===== src/hdl/ppc_cfg.svh =====
// How it works
// - Auto-off disable bit zero lets charge FET drop
// - Charge overcurrent sets flag, powers sensor supply
// - Threshold field picks 0.10 to 0.16V
// - Short circuit delay 190us or 10ms
// - Charge divide bit shortens delay by 32
// - Discharge divide bit shortens delay by 64
// - Charge time-out 80 to 640ms codes
// - Temperature scan 5ms every 640ms
// - Regulator disable bit turns regulator off
// - Force bit keeps sensor supply on
// - External overtemp shutdown can be disabled
// - Internal overtemp shutdown can be disabled
// - Forced reset bit clears all registers
// - Wake pin disable ignores wake pin
// - Wake polarity picks rising or falling edge
// - Writes need their write-enable bit set
// - Auto shutoff clears the charge FET bit
// - Discharge time-outs 160 to 1280ms, divided
`ifndef PPC_CFG_SVH
`define PPC_CFG_SVH
`define PPC_ADDR_DISCHARGE 8'h05
`define PPC_ADDR_CHARGE 8'h06
`define PPC_ADDR_FEATURE 8'h07
`define PPC_ADDR_WREN 8'h08
`define PPC_RESET_VALUE 8'h00
`define PPC_BIT_AUTOOFF_DIS 7
`define PPC_BIT_SC_LONG 4
`define PPC_BIT_CDIV 3
`define PPC_BIT_DDIV 2
`define PPC_BIT_SCAN_DIS 7
`define PPC_BIT_REG_DIS 6
`define PPC_BIT_TEMP_FORCE 5
`define PPC_BIT_XTSD_DIS 4
`define PPC_BIT_ITSD_DIS 3
`define PPC_BIT_FORCE_POR 2
`define PPC_BIT_WAKE_DIS 1
`define PPC_BIT_WAKE_POL 0
`define PPC_BIT_FEAT_WREN 7
`define PPC_BIT_CHG_WREN 6
`define PPC_BIT_DIS_WREN 5
`define PPC_CLK_MHZ 100
`define PPC_US_CYCLES(us) ((us) * `PPC_CLK_MHZ)
`define PPC_SC_SHORT_US 190
`define PPC_SC_LONG_US 10000
`define PPC_CHG_BASE_US 80000
`define PPC_DIS_BASE_US 160000
`define PPC_DIV_BASE_US 2500
`define PPC_SCAN_ON_US 5000
`define PPC_SCAN_PERIOD_US 640000
`endif


===== src/hdl/ppc_pkg.sv =====
package ppc_pkg;
    typedef logic [7:0] ppc_byte_type;
    typedef enum logic [1:0] {PPC_TH_010V, PPC_TH_012V, PPC_TH_014V, PPC_TH_016V} ppc_threshold_type;
    typedef enum {PPC_IDLE, PPC_TIMING, PPC_TRIPPED} ppc_timer_state_type;
endpackage : ppc_pkg


===== src/hdl/ppc_protect_regs.sv =====
`timescale 1ns/1ps
`include "ppc_cfg.svh"
module ppc_protect_regs (
    // Clock and reset.
    input wire logic clk,
    input wire logic rst_b,
    // Register port from the serial interface.
    input wire logic reg_wr,
    input wire logic reg_rd,
    input wire logic [7:0] reg_addr,
    input wire logic [7:0] reg_wdata,
    output logic [7:0] reg_rdata,
    // Write-enable bits from the write-enable register.
    input wire logic charge_cfg_write_enable,
    input wire logic feature_cfg_write_enable,
    // Discharge settings from the discharge register.
    input wire logic [1:0] discharge_timeout_code,
    // Analog comparator levels.
    input wire logic charge_oc_detect,
    input wire logic discharge_oc_detect,
    input wire logic short_circuit_detect,
    input wire logic ext_overtemp_detect,
    input wire logic int_overtemp_detect,
    input wire logic wake_pin,
    // Charge FET control bit, written by the host.
    input wire logic charge_fet_set,
    input wire logic charge_fet_clear,
    // Outputs to the analog side.
    output logic [1:0] charge_oc_threshold,
    output logic charge_fet_on,
    output logic power_fet_off_req,
    output logic discharge_oc_expired,
    output logic short_circuit_expired,
    output logic charge_oc_flag,
    output logic ext_overtemp_flag,
    output logic int_overtemp_flag,
    output logic temp_sensor_supply_out,
    output logic regulator_disable,
    output logic wake_event,
    output logic soft_por
);
    // Register contents and flags.
    ppc_pkg::ppc_byte_type charge_cfg;
    ppc_pkg::ppc_byte_type feature_cfg;
    ppc_pkg::ppc_byte_type next_charge_cfg;
    ppc_pkg::ppc_byte_type next_feature_cfg;
    ppc_pkg::ppc_byte_type next_rdata;
    logic next_charge_fet_on;
    logic next_coc;
    logic next_xot;
    logic next_iot;
    logic next_soft_por;
    logic wake_prev;
    logic next_wake_event;
    logic chg_expired;
    logic scan_on;
    logic [31:0] chg_limit;
    logic [31:0] dis_limit;
    logic [31:0] sc_limit;

    // Delay in cycles for a two-bit time-out code, base doubled per code step, or divided base.
    function automatic logic [31:0] delay_cycles(input logic [1:0] code, input logic div, input logic [31:0] base);
        delay_cycles = div ? (32'(`PPC_US_CYCLES(`PPC_DIV_BASE_US)) << code) : (base << code);
    endfunction : delay_cycles

    // Delay limits from the settings.
    always_comb begin
        chg_limit = delay_cycles(charge_cfg[1:0], charge_cfg[`PPC_BIT_CDIV],
                                 32'(`PPC_US_CYCLES(`PPC_CHG_BASE_US)));
        dis_limit = delay_cycles(discharge_timeout_code, charge_cfg[`PPC_BIT_DDIV],
                                 32'(`PPC_US_CYCLES(`PPC_DIS_BASE_US)));
        sc_limit = charge_cfg[`PPC_BIT_SC_LONG] ? 32'(`PPC_US_CYCLES(`PPC_SC_LONG_US))
                                                : 32'(`PPC_US_CYCLES(`PPC_SC_SHORT_US));
    end

    // Persistence timers for charge, discharge and short circuit.
    ppc_delay_timer u_chg_timer (
        .clk(clk), .rst_b(rst_b), .soft_clear(soft_por),
        .cond(charge_oc_detect), .limit(chg_limit), .expired(chg_expired)
    );
    ppc_delay_timer u_dis_timer (
        .clk(clk), .rst_b(rst_b), .soft_clear(soft_por),
        .cond(discharge_oc_detect), .limit(dis_limit), .expired(discharge_oc_expired)
    );
    ppc_delay_timer u_sc_timer (
        .clk(clk), .rst_b(rst_b), .soft_clear(soft_por),
        .cond(short_circuit_detect), .limit(sc_limit), .expired(short_circuit_expired)
    );

    // Periodic temperature scan.
    ppc_temp_scan u_scan (
        .clk(clk), .rst_b(rst_b), .soft_clear(soft_por),
        .scan_disable(feature_cfg[`PPC_BIT_SCAN_DIS]), .scan_on(scan_on)
    );

    // Register writes, flags, FET bit and wake detection.
    always_comb begin
        next_charge_cfg = charge_cfg;
        next_feature_cfg = feature_cfg;
        next_charge_fet_on = charge_fet_on;
        next_soft_por = 1'b0;
        if (reg_wr && reg_addr == `PPC_ADDR_CHARGE && charge_cfg_write_enable) begin
            next_charge_cfg = reg_wdata;
        end
        if (reg_wr && reg_addr == `PPC_ADDR_FEATURE && feature_cfg_write_enable) begin
            next_feature_cfg = reg_wdata;
            next_soft_por = reg_wdata[`PPC_BIT_FORCE_POR];
        end
        if (charge_fet_set) begin
            next_charge_fet_on = 1'b1;
        end
        if (charge_fet_clear) begin
            next_charge_fet_on = 1'b0;
        end
        // Automatic shutoff wins over a host set in the same cycle.
        if (chg_expired && !charge_cfg[`PPC_BIT_AUTOOFF_DIS]) begin
            next_charge_fet_on = 1'b0;
        end
        if ((ext_overtemp_detect && !feature_cfg[`PPC_BIT_XTSD_DIS])
            || (int_overtemp_detect && !feature_cfg[`PPC_BIT_ITSD_DIS])) begin
            next_charge_fet_on = 1'b0;
        end
        // Flags are sticky until a reset; a forced reset wins over a set in the same cycle.
        next_coc = charge_oc_flag || chg_expired;
        next_xot = ext_overtemp_flag || ext_overtemp_detect;
        next_iot = int_overtemp_flag || int_overtemp_detect;
        // Edge selected by the polarity bit; pin ignored when disabled.
        next_wake_event = !feature_cfg[`PPC_BIT_WAKE_DIS]
                          && (feature_cfg[`PPC_BIT_WAKE_POL] ? (wake_pin && !wake_prev)
                                                             : (!wake_pin && wake_prev));
        unique case (reg_addr)
            `PPC_ADDR_CHARGE: next_rdata = charge_cfg;
            `PPC_ADDR_FEATURE: next_rdata = feature_cfg;
            default: next_rdata = 8'h00;
        endcase
        if (!reg_rd) begin
            next_rdata = reg_rdata;
        end
        if (soft_por) begin
            next_charge_cfg = `PPC_RESET_VALUE;
            next_feature_cfg = `PPC_RESET_VALUE;
            next_charge_fet_on = 1'b0;
            next_coc = 1'b0;
            next_xot = 1'b0;
            next_iot = 1'b0;
            next_rdata = 8'h00;
            next_wake_event = 1'b0;
        end
    end

    // Outputs decoded from settings.
    always_comb begin
        charge_oc_threshold = charge_cfg[6:5];
        regulator_disable = feature_cfg[`PPC_BIT_REG_DIS];
        temp_sensor_supply_out = feature_cfg[`PPC_BIT_TEMP_FORCE] || charge_oc_flag || scan_on;
        power_fet_off_req = !charge_fet_on;
    end

    // State registers.
    always_ff @(posedge clk or negedge rst_b) begin
        if (!rst_b) begin
            charge_cfg <= `PPC_RESET_VALUE;
            feature_cfg <= `PPC_RESET_VALUE;
            charge_fet_on <= 1'b0;
            charge_oc_flag <= 1'b0;
            ext_overtemp_flag <= 1'b0;
            int_overtemp_flag <= 1'b0;
            soft_por <= 1'b0;
            wake_prev <= 1'b0;
            wake_event <= 1'b0;
            reg_rdata <= 8'h00;
        end else begin
            charge_cfg <= next_charge_cfg;
            feature_cfg <= next_feature_cfg;
            charge_fet_on <= next_charge_fet_on;
            charge_oc_flag <= next_coc;
            ext_overtemp_flag <= next_xot;
            int_overtemp_flag <= next_iot;
            soft_por <= next_soft_por;
            wake_prev <= wake_pin;
            wake_event <= next_wake_event;
            reg_rdata <= next_rdata;
        end
    end
endmodule : ppc_protect_regs


===== src/hdl/ppc_delay_timer.sv =====
`timescale 1ns/1ps
`include "ppc_cfg.svh"
module ppc_delay_timer (
    // Clock and reset.
    input wire logic clk,
    input wire logic rst_b,
    input wire logic soft_clear,
    // Condition and its required persistence in cycles.
    input wire logic cond,
    input wire logic [31:0] limit,
    // One-cycle pulse when the condition has persisted long enough.
    output logic expired
);
    ppc_pkg::ppc_timer_state_type state;
    ppc_pkg::ppc_timer_state_type next_state;
    logic [31:0] count;
    logic [31:0] next_count;
    logic next_expired;

    // Counts while the condition holds and starts over as soon as it drops.
    always_comb begin
        next_state = state;
        next_count = count;
        next_expired = 1'b0;
        unique case (state)
            ppc_pkg::PPC_IDLE: begin
                next_count = 32'h00000001;
                if (cond) begin
                    next_state = ppc_pkg::PPC_TIMING;
                end
            end
            ppc_pkg::PPC_TIMING: begin
                if (!cond) begin
                    next_state = ppc_pkg::PPC_IDLE;
                end else if (count >= limit) begin
                    next_state = ppc_pkg::PPC_TRIPPED;
                    next_expired = 1'b1;
                end else begin
                    next_count = count + 32'h00000001;
                end
            end
            ppc_pkg::PPC_TRIPPED: begin
                if (!cond) begin
                    next_state = ppc_pkg::PPC_IDLE;
                end
            end
        endcase
        if (soft_clear) begin
            next_state = ppc_pkg::PPC_IDLE;
            next_expired = 1'b0;
        end
    end

    // State registers.
    always_ff @(posedge clk or negedge rst_b) begin
        if (!rst_b) begin
            state <= ppc_pkg::PPC_IDLE;
            count <= 32'h00000001;
            expired <= 1'b0;
        end else begin
            state <= next_state;
            count <= next_count;
            expired <= next_expired;
        end
    end
endmodule : ppc_delay_timer


===== src/hdl/ppc_temp_scan.sv =====
`timescale 1ns/1ps
`include "ppc_cfg.svh"
module ppc_temp_scan (
    // Clock and reset.
    input wire logic clk,
    input wire logic rst_b,
    input wire logic soft_clear,
    // Scan control.
    input wire logic scan_disable,
    // High during the on part of each scan period.
    output logic scan_on
);
    localparam logic [31:0] PERIOD = 32'(`PPC_US_CYCLES(`PPC_SCAN_PERIOD_US));
    localparam logic [31:0] ON_TIME = 32'(`PPC_US_CYCLES(`PPC_SCAN_ON_US));
    logic [31:0] phase;
    logic [31:0] next_phase;
    logic next_scan_on;

    // Free-running period counter; the supply is on for the first slice of each period.
    always_comb begin
        next_phase = (phase >= PERIOD - 32'h00000001) ? 32'h00000000 : phase + 32'h00000001;
        next_scan_on = !scan_disable && (next_phase < ON_TIME);
        if (soft_clear) begin
            next_phase = 32'h00000000;
            next_scan_on = 1'b0;
        end
    end

    // State registers.
    always_ff @(posedge clk or negedge rst_b) begin
        if (!rst_b) begin
            phase <= 32'h00000000;
            scan_on <= 1'b0;
        end else begin
            phase <= next_phase;
            scan_on <= next_scan_on;
        end
    end
endmodule : ppc_temp_scan


===== config.mk =====
export PLATFORM = sky130hd
export DESIGN_NAME = ppc_protect_regs
export DESIGN_NICKNAME = d
export VERILOG_FILES = /design/src/hdl/ppc_pkg.sv /design/src/hdl/ppc_protect_regs.sv /design/src/hdl/ppc_delay_timer.sv /design/src/hdl/ppc_temp_scan.sv
export VERILOG_INCLUDE_DIRS = /design/src /design/src/hdl
export SDC_FILE = /design/constraint.sdc
export NUM_CORES = 1
export LEC_CHECK = 0
export BUFFER_PORTS_ARGS = -buffer_cell sky130_fd_sc_hd__buf_2
export CAP_MARGIN = 20
export CORE_AREA = 2 2 130 132
export DETAILED_ROUTE_END_ITERATION = 16
export DIE_AREA = 0 0 132 134
export HOLD_SLACK_MARGIN = 0.05
export PLACE_DENSITY = 0.86
export SLEW_MARGIN = 40
export SYNTH_ARGS = -nofsm -noshare
export SYNTH_HDL_FRONTEND = slang
export SYNTH_SLANG_ARGS = --single-unit

===== constraint.sdc =====
create_clock -name clk -period 4.4 [get_ports clk]
set_input_delay 0.22 -clock clk [delete_from_list [all_inputs] [get_ports clk]]
set_output_delay 0.22 -clock clk [all_outputs]
set_load 0.01 [all_outputs]

==> impl_metrics.ini <==
[run_status]
status = completed

[die]
core_area_um2 = 16290
die_h_um = 134
start_util = 0.6105
die_w_um = 132
fp-row-count = 47
io_pins = 53
dieArea_um2 = 17690

[logic_synthesis]
syn_area_um2 = 9945
seq_area_frac_synth = 0.4256
synth_edf_count = 0
yosys_warnings = 0
syn_area_per_cell_um2 = 9.268
yosysUniqueCellTypes = 60
ys_seq_elements = 169
ys.flop_type = dfrtp_1
synth_cells = 1073
synthArstFlopShare = 1.000

[sta]
skew_ps = 12.19
rsz0062_at_grt = no
tightest_slew_ps = 786.6
slew_viol_final = 0
slew_headroom = 0.4742
timing.fmax_mhz = 264.6
tns_ps = 0
hold_viol_final = 0
setup_ws_ps = 621.1
min_period_ps = 3779
setup_viol = 0
min_period_over_period = 0.8588

[worst_setup_path]
cp_max_fo = 14
critPathRequiredTime_ps = 4710
crit_buf_inv = 1
path_class = flip-flop to flip-flop
cp_slowest_cell = nor4b_2
start_kind = flip-flop
cpPeakStageDelay_ps = 780
cp_top_family = compound AO/OA/AOI/OAI gates
cp_cell_sequence = inv_1 > ha_1 > nor2b_1 > a21oi_1 > ha_1 > a21o_1 > a2111oi_0 > o21ai_0 > a21o_1 > nor4b_2 > a41o_1 > a21oi_1
crit_arrival_ps = 4090
end_kind = flip-flop

[cts]
clkLatencyLatePin_ps = 440
clock_sinks = 169
path_clk_slew_ps = 60
ctsResizeCount = 0
root_buffer = clkbuf_16
clockBufferDepth = 2
cts_tree = done
post_cts_buffers = 0
cts_inserted_buffers = 17
holdBufCountCts = 4
htree_levels = 4

[layout]
fin_nets = 1222
num_antenna_cells = 0
mostFrequentLayoutCells = 166 x dfrtp_1, 126 x nor2_1, 86 x nand2_1
final_common_cell = dfrtp_1
drive_gt1_frac = 0.09655
syn_to_final_growth_pct = 10.54
fin_area_um2 = 10990

[global_routing]
track_usage = 0.2649
grt_max_degree = 85
antenna_found_initial = 0
grt_pass1_vias = 8028
grt_pass1_wl_um = 38270
overflow = 0

[placement]
placedInstanceArea_um2 = 10380
hpwlAfterDp_um = 15340
io_buffers = 52
pre_cts_slack_ps = 699.9
place.gp.congestion = 0.8977

[route]
totalWireLength_um = 22280
drt_iter0_drc = 668
vias_per_cell = 6.092
drc = 0
firstDrtPassIters = 5
via_count = 8218
wire_per_inst_um = 16.52
ant_nets = 0

[pwr]
p_leak_nw = 5.191
peakVddDrop_mv = 0.3484
power_density_nw_per_um2 = 349.8

[job]
drv_cap = 0

[hold_path]
hold_path_class = input port to flip-flop
==> logic make-up (layout without fill, tap and decap cells) <==
kind of cell / count (synthesis) / in the layout / share of synthesized area
xor gates and xnor gates: 62 / 62 / 0.05460
DFF: 169 / 169 / 0.4256
other: 1 / 6 / 0.0003771
buffers and inverters: 87 / 138 / 0.03485
and+or+nand+nor: 480 / 480 / 0.2516
adders and majority gates: 74 / 74 / 0.09311
AOI/OAI and AO/OA: 167 / 167 / 0.1062
muxes: 33 / 33 / 0.03359
==> where the power goes <==
part	leakage (nW)	switching, mW	internal (mW)	total [mW]
clock network	0.279	0.620	0.821	1.44
registers	2.30	0.0666	1.63	1.70
logic	2.61	0.480	0.224	0.704
total	5.19	1.17	2.68	3.85
==> final cells by class <==
type | instances | area (um2)
Sequential cell | 169 | 4233
Multi-Input combinational cell | 822 | 5388
Inverter | 41 | 153.9
Tap cell | 220 | 275.3
Timing Repair Buffer | 65 | 376.6
Clock inverter | 11 | 96.34
Clock buffer | 21 | 470.5
Fill cell | 1266 | 5296
==> final timing paths <==
kind                       slack [ps]  cells after the start                       start                                end
max                               620                     12   charge_cfg[2]$_DFFE_PN0P_  u_dis_timer.count[23]$_DFFE_PN0P_
min in group asynchronous         360                      2                       rst_b          u_scan.phase[3]$_DFF_PN0_
min                                50                      3                reg_wdata[4]         feature_cfg[4]$_DFFE_PN0P_
min reg2reg                       460                      1  feature_cfg[7]$_DFFE_PN0P_           u_scan.scan_on$_DFF_PN0_
max in group asynchronous        3030                      3                       rst_b    u_sc_timer.state[0]$_DFFE_PN0P_
max reg2reg                       620                     12   charge_cfg[2]$_DFFE_PN0P_  u_dis_timer.count[23]$_DFFE_PN0P_
==> state kept, by name, summed over array words and instances, names as in the netlist <==
| register | count |
|---|---|
| wake_event | 1 |
| u_sc_timer.state | 2 |
| reg_rdata | 8 |
| u_chg_timer.expired | 1 |
| charge_oc_flag | 1 |
| u_scan.phase | 32 |
| charge_fet_on | 1 |
| charge_cfg | 8 |
| u_dis_timer.state | 2 |
| ext_overtemp_flag | 1 |
| u_dis_timer.expired | 1 |
| u_sc_timer.count | 32 |
| u_dis_timer.count | 32 |
| soft_por | 1 |
| int_overtemp_flag | 1 |
| u_sc_timer.expired | 1 |
| u_chg_timer.state | 2 |
| wake_prev | 1 |
| u_scan.scan_on | 1 |
| feature_cfg | 8 |
| u_chg_timer.count | 32 |
==> synth_stat cells (16+ instances only) <==
cell | count | area share
dfrtp_1 | 166 | 0.42
nor2_1 | 126 | 0.048
nand2_1 | 86 | 0.032
ha_1 | 74 | 0.093
a21oi_1 | 57 | 0.029
nand3_1 | 43 | 0.022
nand4_1 | 43 | 0.027
inv_1 | 41 | 0.015
clkbuf_1 | 37 | 0.014
o21ai_0 | 37 | 0.019
xor2_1 | 35 | 0.031
and2_1 | 31 | 0.020
mux2i_1 | 30 | 0.030
xnor2_1 | 27 | 0.024
nor4_1 | 26 | 0.016
and3_1 | 17 | 0.011
nor3_1 | 17 | 0.0086
or3_1 | 17 | 0.011
and4_1 | 16 | 0.014
==> through the flow <==
| step | hold WS [ps] | util | instances | power (mW) |
|---|---|---|---|---|
| finish | 53.06 | 0.6749 | 1349 | 3.846 |
| CTS | 52.07 | 0.6746 | 1349 | 3.852 |
| global placement | 302.2 | 0.6372 | 1313 | 2.376 |
| global route | 67.54 | 0.6749 | 1349 | 4.026 |
| detailed placement | 310.5 | 0.6374 | 1313 | 2.410 |
| floorplan | -75.59 | - | 1078 | 2.213 |
==> layer usage <==
| layer | vias up | share of wire | track usage |
|---|---|---|---|
| li1 | 3924 | - | - |
| met1 | 3961 | 0.44 | 0.3540 |
| met2 | 280 | 0.47 | 0.4340 |
| met3 | 53 | 0.055 | 0.04497 |
| met4 | 0 | 0.027 | 0.1057 |
| met5 | - | 0 | 0 |
==> tightest hold or removal path, delay by kind of cell <==
kind	cells	cell delay [ps]
muxes	1	60
and+or+nand+nor	1	80
buffers and inverters	1	90
Note: power is estimated with default switching activity, not from simulation.
